<file path="src/hdl/dbsx_consts.vh">
`ifndef DBSX_CONSTS_VH
`define DBSX_CONSTS_VH

// register indices; byte address is four times the index
`define DBSX_IDX_BW_CLAMP     8'h3B
`define DBSX_IDX_CAL_LOW      8'h3C
`define DBSX_IDX_CAL_HIGH     8'h3D
`define DBSX_IDX_FREQ_LOW     8'h07
`define DBSX_IDX_FREQ_HIGH    8'h0D
`define DBSX_ADDR_W           10
`define DBSX_IDX_LSB          2

// reset values
`define DBSX_RST_BW_CLAMP     8'h98
`define DBSX_RST_CAL_LOW      8'h99
`define DBSX_RST_CAL_HIGH     8'h99

// field positions in the bandwidth / clamp register
`define DBSX_BIT_AUTO_BW      7
`define DBSX_BIT_CLAMP        3

// bus answers
`define DBSX_RESP_OKAY        2'b00
`define DBSX_RESP_SLVERR      2'b10

`endif

</file>
<file path="src/hdl/dbsx_regs.v">
// The implementer's own choice: the AXI4-Lite slave port.
`timescale 1ns/1ns
`default_nettype none
`include "dbsx_consts.vh"

// Overview of operation
// - auto bit picks acquisition/locked; else locked only
// - clamp bit freezes integrator at frequency limit
// - reported frequency frozen while integrator clamped
// - writable low and high bytes of calibration word
module dbsx_regs #(
    parameter FREQ_W = 16
) (
    input  wire                    ref_clk,
    input  wire                    rstn,
    input  wire [`DBSX_ADDR_W-1:0] s_axi_awaddr,
    input  wire                    s_axi_awvalid,
    output reg                     s_axi_awready,
    input  wire [31:0]             s_axi_wdata,
    input  wire [3:0]              s_axi_wstrb,
    input  wire                    s_axi_wvalid,
    output reg                     s_axi_wready,
    output reg  [1:0]              s_axi_bresp,
    output reg                     s_axi_bvalid,
    input  wire                    s_axi_bready,
    input  wire [`DBSX_ADDR_W-1:0] s_axi_araddr,
    input  wire                    s_axi_arvalid,
    output reg                     s_axi_arready,
    output reg  [31:0]             s_axi_rdata,
    output reg  [1:0]              s_axi_rresp,
    output reg                     s_axi_rvalid,
    input  wire                    s_axi_rready,
    input  wire                    loopLocked,
    input  wire                    loopAtMinFreq,
    input  wire                    loopAtMaxFreq,
    input  wire [FREQ_W-1:0]       loopFrequency,
    output reg                     useAcquisitionBw,
    output reg                     integratorHold,
    output reg  [FREQ_W-1:0]       reportedLoopFrequency,
    output reg  [15:0]             nominalFreqWord
);

    // only the two live bits are stored; the rest of the register is wired zero
    reg        automaticLoopWidthChoice;
    reg        firstLoopIntegratorClamp;

    // reset image of the bandwidth / clamp register, so single bits can be picked
    localparam [7:0] RST_BW_CLAMP = `DBSX_RST_BW_CLAMP;
    reg [7:0]  calLow;
    reg [7:0]  calHigh;

    // captured write halves; address and data may arrive in either order
    reg                    awHeld;
    reg                    wHeld;
    reg [`DBSX_ADDR_W-1:0] awAddr;
    reg [7:0]              wByte;
    reg                    wLane0;

    wire [7:0] wrIdx  = awAddr[`DBSX_ADDR_W-1:`DBSX_IDX_LSB];
    wire [7:0] rdIdx  = s_axi_araddr[`DBSX_ADDR_W-1:`DBSX_IDX_LSB];
    wire       doWrite = awHeld && wHeld && !s_axi_bvalid;
    wire       awTake  = s_axi_awvalid && s_axi_awready;
    wire       wTake   = s_axi_wvalid && s_axi_wready;
    wire       arTake  = s_axi_arvalid && s_axi_arready;

    wire [15:0] freqWide = loopFrequency; // sized to the status pair
    wire        atLimit  = loopAtMinFreq || loopAtMaxFreq;

    // write-side decode of the mapped registers
    wire wrMapped = (wrIdx == `DBSX_IDX_BW_CLAMP) || (wrIdx == `DBSX_IDX_CAL_LOW) ||
                    (wrIdx == `DBSX_IDX_CAL_HIGH) || (wrIdx == `DBSX_IDX_FREQ_LOW) ||
                    (wrIdx == `DBSX_IDX_FREQ_HIGH);

    // read mux; the frequency pair is read-only status
    reg [7:0] rdByte;
    reg       rdMapped;
    always @* begin
        rdByte   = 8'h00;
        rdMapped = 1'b1;
        case (rdIdx)
            `DBSX_IDX_BW_CLAMP: begin
                rdByte[`DBSX_BIT_AUTO_BW] = automaticLoopWidthChoice;
                rdByte[`DBSX_BIT_CLAMP]   = firstLoopIntegratorClamp;
            end
            `DBSX_IDX_CAL_LOW:   rdByte = calLow;
            `DBSX_IDX_CAL_HIGH:  rdByte = calHigh;
            `DBSX_IDX_FREQ_LOW:  rdByte = reportedLoopFrequency[7:0];
            `DBSX_IDX_FREQ_HIGH: rdByte = reportedLoopFrequency[15:8];
            default:             rdMapped = 1'b0;
        endcase
    end

    // write channel handshake: one transfer in flight, ready drops once held
    always @(posedge ref_clk or negedge rstn) begin
        if (!rstn) begin
            s_axi_awready <= 1'b0;
            s_axi_wready  <= 1'b0;
            s_axi_bvalid  <= 1'b0;
            s_axi_bresp   <= `DBSX_RESP_OKAY;
            awHeld        <= 1'b0;
            wHeld         <= 1'b0;
            awAddr        <= {`DBSX_ADDR_W{1'b0}};
            wByte         <= 8'h00;
            wLane0        <= 1'b0;
        end else begin
            s_axi_awready <= !awHeld && !awTake && !s_axi_bvalid;
            s_axi_wready  <= !wHeld && !wTake && !s_axi_bvalid;
            if (awTake) begin
                awHeld <= 1'b1;
                awAddr <= s_axi_awaddr;
            end
            if (wTake) begin
                wHeld  <= 1'b1;
                wByte  <= s_axi_wdata[7:0];
                wLane0 <= s_axi_wstrb[0];
            end
            if (doWrite) begin
                awHeld       <= 1'b0;
                wHeld        <= 1'b0;
                s_axi_bvalid <= 1'b1;
                s_axi_bresp  <= wrMapped ? `DBSX_RESP_OKAY : `DBSX_RESP_SLVERR;
            end else if (s_axi_bvalid && s_axi_bready) begin
                s_axi_bvalid <= 1'b0;
            end
        end
    end

    // register storage; only byte lane 0 carries data, upper bits ignored
    always @(posedge ref_clk or negedge rstn) begin
        if (!rstn) begin
            automaticLoopWidthChoice <= RST_BW_CLAMP[`DBSX_BIT_AUTO_BW];
            firstLoopIntegratorClamp <= RST_BW_CLAMP[`DBSX_BIT_CLAMP];
            calLow                   <= `DBSX_RST_CAL_LOW;
            calHigh                  <= `DBSX_RST_CAL_HIGH;
        end else if (doWrite && wLane0) begin
            case (wrIdx)
                `DBSX_IDX_BW_CLAMP: begin
                    automaticLoopWidthChoice <= wByte[`DBSX_BIT_AUTO_BW];
                    firstLoopIntegratorClamp <= wByte[`DBSX_BIT_CLAMP];
                end
                `DBSX_IDX_CAL_LOW:  calLow  <= wByte;
                `DBSX_IDX_CAL_HIGH: calHigh <= wByte;
                default: begin
                end
            endcase
        end
    end

    // read channel: address taken, data answered the next cycle
    always @(posedge ref_clk or negedge rstn) begin
        if (!rstn) begin
            s_axi_arready <= 1'b0;
            s_axi_rvalid  <= 1'b0;
            s_axi_rdata   <= 32'h0000_0000;
            s_axi_rresp   <= `DBSX_RESP_OKAY;
        end else begin
            s_axi_arready <= !s_axi_rvalid && !arTake;
            if (arTake) begin
                s_axi_rvalid <= 1'b1;
                s_axi_rdata  <= {24'h00_0000, rdByte};
                s_axi_rresp  <= rdMapped ? `DBSX_RESP_OKAY : `DBSX_RESP_SLVERR;
            end else if (s_axi_rvalid && s_axi_rready) begin
                s_axi_rvalid <= 1'b0;
            end
        end
    end

    // loop controls; registered so every output comes from a flop,
    // at the cost of one cycle of lag behind the loop's own flags
    always @(posedge ref_clk or negedge rstn) begin
        if (!rstn) begin
            useAcquisitionBw      <= 1'b0;
            integratorHold        <= 1'b0;
            reportedLoopFrequency <= {FREQ_W{1'b0}};
            nominalFreqWord       <= {`DBSX_RST_CAL_HIGH, `DBSX_RST_CAL_LOW};
        end else begin
            useAcquisitionBw <= automaticLoopWidthChoice && !loopLocked;
            integratorHold   <= firstLoopIntegratorClamp && atLimit;
            if (!(firstLoopIntegratorClamp && atLimit))
                reportedLoopFrequency <= freqWide[FREQ_W-1:0];
            nominalFreqWord <= {calHigh, calLow};
        end
    end

endmodule
`default_nettype wire

</file>
<file path="config.mk">
export PLATFORM = sky130hd
export DESIGN_NAME = dbsx_regs
export DESIGN_NICKNAME = d
export VERILOG_FILES = /design/src/hdl/dbsx_regs.v
export VERILOG_INCLUDE_DIRS = /design/src /design/src/hdl
export SDC_FILE = /design/constraint.sdc
export NUM_CORES = 1
export LEC_CHECK = 0
export BUFFER_PORTS_ARGS = -buffer_cell sky130_fd_sc_hd__buf_2
export CAP_MARGIN = 40
export CORE_ASPECT_RATIO = 1.4
export CORE_MARGIN = 5
export CORE_UTILIZATION = 30
export DETAILED_ROUTE_END_ITERATION = 8
export PLACE_DENSITY = 0.51
export SETUP_SLACK_MARGIN = 0.02
export SLEW_MARGIN = 20
export SYNTH_ARGS = -nofsm -noshare
export SYNTH_HDL_FRONTEND = slang
export SYNTH_SLANG_ARGS = --single-unit
</file>
<file path="constraint.sdc">
create_clock -name ref_clk -period 3 [get_ports ref_clk]
set_input_delay 0.6 -clock ref_clk [delete_from_list [all_inputs] [get_ports ref_clk]]
set_output_delay 0.6 -clock ref_clk [all_outputs]
set_load 0.02 [all_outputs]
</file>
## After elaboration in Yosys (flattened, before gate mapping)

Index checks and enable logic that the tools add are counted.

| storage, ports and cells | value |
|---|---|
| register bits after elaboration | 90 |
| bits in latches | 0 |
| bits in writable memories | 0 |
| memory bits (read-only) | 0 |
| input port bits | 82 |
| output and inout port bits | 75 |
| word-level logic and storage cells | 82 |
| memories kept | 0 |

| cells by class | value |
|---|---|
| $add $sub $neg | 0 |
| multipliers | 0 |
| div/mod/pow operators | 0 |
| $lt $le $gt $ge | 0 |
| equal/unequal tests | 10 |
| shift operators | 0 |
| multiplexer cells | 15 |
| bitwise logic cells | 0 |
| reduce and logical (&&, ||, !) cells | 36 |

Operators by type and width:

| operator | number |
|---|---|
| 8-bit by 6-bit == test with 1-bit output, second input constant | 6 |
| 3-bit one-hot mux with 4 select lines | 2 |
| 8-bit by 3-bit == test with 1-bit output, second input constant | 2 |
| 8-bit by 4-bit == test with 1-bit output, second input constant | 2 |
| 1-bit logical AND | 15 |
| 1-bit one-hot mux with 5 select lines | 2 |
| 1-bit 2-to-1 mux | 9 |
| 1-bit logical NOT | 8 |
| 2-bit nonzero test | 4 |
| 2-bit AND reduction | 3 |
| 1-bit logical OR | 5 |
| 5-bit OR reduction | 1 |
| 2-bit 2-to-1 mux | 2 |

## Longest topological paths before layout

| logic depth | value |
|---|---|
| word-level depth | 6 |
| mapped depth | 5 |
| gate-level depth less buffers | 4 |

## Worst setup path after synthesis

OpenSTA, ideal clock, no wires.

| timing path | value |
|---|---|
| path type | input -> register |
| start | input loopAtMaxFreq |
| end | register reportedLoopFrequency[0] |
| setup time | 0.125 ns |
| arrival | 1.680 ns |
| data required time | 2.875 ns |
| slack | 1.195 ns |
| stages | 3 |
| buffers on the path | 1 |
| cell sequence | o21ai_1 > buf_2 > mux2_2 |

| on the way | value |
|---|---|
| longest elaborated chain between the ends | 2 |

Ends and longest elaborated chain:

| item | line | RTL |
|---|---|---|
| from (decl) | dbsx_regs.v:35 | `input wire loopAtMaxFreq,` |
| 1-bit logical OR | dbsx_regs.v:67 | `wire atLimit = loopAtMinFreq \|\| loopAtMaxFreq;` |
| 1-bit logical AND | dbsx_regs.v:179 | `if (!(firstLoopIntegratorClamp && atLimit))` |
| to (signal assigned) | dbsx_regs.v:174 | `reportedLoopFrequency <= {FREQ_W{1'b0}};` |
| to (signal assigned) | dbsx_regs.v:180 | `reportedLoopFrequency <= freqWide[FREQ_W-1:0];` |
| to (decl) | dbsx_regs.v:39 | `output reg [FREQ_W-1:0] reportedLoopFrequency,` |

Every way passes these cells.
A chain may end at the register's enable or synchronous reset.

## Worst setup path after layout

| timing path | value |
|---|---|
| start | register s_axi_bvalid |
| end | register calHigh[5] |

| on the way | value |
|---|---|
| longest elaborated chain between the ends | 4 |

Ends and longest elaborated chain:

| item | line | RTL |
|---|---|---|
| from (decl) | dbsx_regs.v:24 | `output reg s_axi_bvalid,` |
| from (signal assigned) | dbsx_regs.v:98 | `s_axi_bvalid <= 1'b0;` |
| from (signal assigned) | dbsx_regs.v:120 | `s_axi_bvalid <= 1'b1;` |
| from (signal assigned) | dbsx_regs.v:123 | `s_axi_bvalid <= 1'b0;` |
| 1-bit logical NOT | dbsx_regs.v:61 | `wire doWrite = awHeld && wHeld && !s_axi_bvalid;` |
| 1-bit logical AND | dbsx_regs.v:61 |  |
| 1-bit logical AND | dbsx_regs.v:135 | `end else if (doWrite && wLane0) begin` |
| 2-bit AND reduction (no line) | - |  |
| to (signal assigned) | dbsx_regs.v:134 | `` calHigh <= `DBSX_RST_CAL_HIGH; `` |
| to (signal assigned) | dbsx_regs.v:142 | `` `DBSX_IDX_CAL_HIGH: calHigh <= wByte; `` |
| to (decl) | dbsx_regs.v:50 | `reg [7:0] calHigh;` |

Every way passes these cells.

==> parameters.txt <==
Parameter                              Value

Timing
  Maximum clock skew at final layout ... around 6.5 ps
  Setup-violating endpoint count in the final report ... 0
  Tightest slew margin relative to the limit ... between 50% and 60%
  Number of endpoints with negative hold slack in the final report ... 0
  Max Freq ... between 500 and 600 MHz
  Transition time of the tightest slew-check pin ... approximately 660 ps
  Final worst path period need ... roughly 2000 ps
  RSZ-0062 raised after global routing ... false
  Portion of the clock cycle consumed by the worst path in the final layout ... between 60% and 70%
  Setup TNS after final layout ... 0 ps
  Number of pins with negative max-slew slack in the final report ... 0

Synthesis
  Fraction of post-synthesis cell area in the top cell type by area ... 46.0%
  Count of distinct cell types in the synthesized netlist ... 43
  Combinational family with the most area after synthesis ... multiplexers
  Most frequently used flop master after synthesis ... dfrtp_1
  Number of flops mapped to enable cells by yosys ... 0
  Adder-cell share of the synthesized area ... 0%
  Per-instance average area after synthesis ... ~14 µm²
  Proportion of synthesized chip area in sequential cells ... approximately 60%
  Simple-gate portion of the synthesized area ... a little under an eighth
  Compound-Gate Fraction of Synth Area ... under 10%
  Number of synthesized register bits ... 86
  Async S/R FF share, synth ... 100%
  Largest cells by area after synthesis ... dfrtp_1 46%, mux2_2 15%, dfstp_2 13%
  Synth Area in XOR/XNOR ... 0%
  Fraction of synthesized area in multiplexers ... 16.8%
  Library cell with the largest summed area after synthesis ... dfrtp_1
  Synth Cell Area ... 3700 µm²
  Number of instances in the synthesized netlist ... between 200 and 300
  YS warnings ... 0

Placed design
  Half-perimeter wire length after placement ... around 6.7 mm
  GPL Wtd Cong ... ~0.74
  IO buf count ... 99

GRT
  GRT Total Usage ... 12.1%
  Initial antenna violation count ... 2
  GRT overflow ... 0
  Wire length of the first global-routing pass ... 13.9 mm
  Number of global-route vias before repair ... 2521
  Pin count of the biggest net entering global routing ... 87

Cells and area
  Net count, final ... 465
  Total area of sequential cells ... 2170 µm²
  FILL cells ... ~1200
  Total area of multi-input combinational cells ... approximately 1400 µm²
  Area Overhead vs Synth ... 24.2%
  Fraction of layout instances using a drive strength above 1 ... 50.3%
  Fin util ... a little under two fifths

Setup path
  Data required time of the worst path ... about 3200 ps
  Critical path's slowest cell ... nor4b_4
  Worst setup path class ... flop to flop
  CP peak stage delay ... approximately 620 ps
  Largest driver fanout on the critical path ... 8
  Cell class contributing the biggest share of worst-path delay ... simple AND/OR/NAND/NOR gates
  Series of cell instances along the critical path ... and3b_2 -> nand2_2 -> nor4b_4 -> mux2_2
  Endpoint arrival time on the critical path ... ~2200 ps
  Buffers plus inverters on the worst setup path ... 0
  Reg2reg path depth ... 4
  Critical Path Source Type ... flop
  Sort of element at the end of the critical path ... flop
  Startpoint of the lowest-slack register-to-register path ... s_axi_bvalid
  Reg-to-reg slack, setup ... between 1000 and 1500 ps
  End of the worst register-to-register path ... calHigh[5]

Worst hold path
  Min-Delay Path Class ... primary input to asynchronous set/reset pin

Die
  Y dimension of the die ... 141 µm
  Initial Util ... 30.3%
  Top-level I/O count ... 157
  Placeable core area ... between 10000 and 15000 µm²
  Horiz. Die Dim ... 104 µm
  Number of placement rows ... between 40 and 50
  Die footprint ... around 15000 µm²

Clock tree
  Deepest level of the CTS H-tree ... 3
  Maximum number of buffers from clock root to sink ... 2
  Clock Latency Late Sink ... between 300 and 400 ps
  Cells resized by post-CTS repair ... 0
  CTS tree ... done
  Number of buffers created by CTS ... 9
  Master cell of the clock root buffer ... clkbuf_16
  CTS sink cnt ... 86
  Number of hold buffers added after cts ... 0
  Post-CTS Repair Setup Buffers ... 0
  Clock transition at the registers of the reported paths ... about 60 ps

Drt
  Total number of vias ... 2425
  Vias per Instance ... ~4.5
  Pre-Repair DR Iteration Count ... 4
  DRC Markers ... 0
  Wire per inst ... around 16 µm
  Iter 0 DRT Violations ... 57
  Overall routed net length ... a little under 9 mm
  Number of nets with antenna violations after routing ... 0

Power and ir drop
  Leak Pwr ... around 2.3 nW
  Power per unit of standard cell area ... 711 nW/µm²
  Worst IR drop on VDD ... roughly 360 µV

Run status
  Run status ... completed

Job
  Count of maximum capacitance violations ... 0
[Yosys cell counts (2+ instances only)]
cell       instances
dfrtp_1           68
buf_2              2
mux2i_1            6
and2_1             5
buf_4             27
o21ai_0            7
a31oi_1            2
a221oi_1           2
inv_1              6
and3_1             4
nor2b_1            2
nand4_1            2
nor2_1             8
clkbuf_1           2
a22o_1             6
nand2_1            9
nor3_1             7
nand3_1            4
a21oi_1            3
o2111ai_1          2
nor4b_4            2
a211oi_1           2
dfstp_2           18
nand3b_1           7
a211o_1            4
mux2_2            50
[routing by layer]
metal | vias up | GRT usage, % | part of all wire [%]
li1 | 1154 | - | -
met1 | 1164 | 14.2 | 40
met2 | 88 | 20.1 | 51
met3 | 17 | 4.10 | 7.1
met4 | 2 | 5.18 | 2.4
met5 | - | 0 | 0.15
[cell families (layout without fill, tap and decap cells)]
logic type	count (synthesis)	in the layout
buf+inv	37	126
simple gates	61	61
compound gates	33	33
flops	86	86
other cells	1	27
mux	56	56
[flip-flops by register name, indices dropped and copies added (netlist names), 8 cells and up]
signal	flops
awAddr	8
calHigh	8
calLow	8
nominalFreqWord	16
reportedLoopFrequency	16
s_axi_rdata	8
wByte	8
[placed cells by master (no fill, tap or decap), drive strengths merged, types with 2 or more instances in the layout]
master / n
and3: 4
dfstp: 18
a211oi: 2
nor2: 8
clkbuf: 13
nor4b: 3
o21ai: 8
nand2: 10
nor3: 7
a21oi: 3
nand3: 4
mux2i: 6
and2: 6
conb: 26
a221oi: 2
a22o: 6
a31oi: 2
buf: 104
inv: 6
a211o: 4
nor2b: 2
dfrtp: 68
clkinvlp: 2
o2111ai: 2
nand4: 3
mux2: 50
nand3b: 7
[worst max path at each step]
stage / from / to / slack (ps) / depth (start not counted)
final: s_axi_bvalid / calHigh[5] / 1040 / 4
after global routing: awAddr[9] / calHigh[1] / 930 / 4
after CTS: s_axi_bvalid / calHigh[5] / 1000 / 4
after detailed placement: s_axi_araddr[3] / s_axi_rdata[3] / 730 / 5
after global placement: s_axi_araddr[3] / s_axi_rdata[7] / 800 / 5
after floorplan: loopAtMaxFreq / reportedLoopFrequency[0] / 1190 / 3
[report_power, final]
part           switching, mW  internal (mW)
sequential             0.176           1.40
clock                  0.438          0.606
combinational          0.359          0.292
[through the flow]
| step | area, µm² | std cells | hold slack (ps) | worst slack [ps] | total power, mW |
|---|---|---|---|---|---|
| final | 4600 | 539 | 285 | 1040 | 3.27 |
| after global routing | 4600 | 539 | 312 | 933 | 3.47 |
| after CTS | 4590 | 538 | 307 | 1000 | 3.32 |
| after global placement | 4310 | 522 | 363 | 805 | 2.23 |
| after floorplan | 3790 | 299 | 304 | 1190 | 2.03 |
| after detailed placement | 4310 | 522 | 367 | 732 | 2.26 |
[area by class of cell]
| type | instances | share of cell area (%) |
|---|---|---|
| Sequential cell | 86 | 47.3 |
| Multi-Input combinational cell | 176 | 30.0 |
| Timing Repair Buffer | 104 | 11.9 |
| Clock buffer | 13 | 5.66 |
| Tap cell | 150 | 4.08 |
| Inverter | 6 | 0.490 |
| Clock inverter | 3 | 0.436 |
| Antenna cell | 1 | 0.0545 |
No activity file was read; power rests on OpenSTA's default activity.
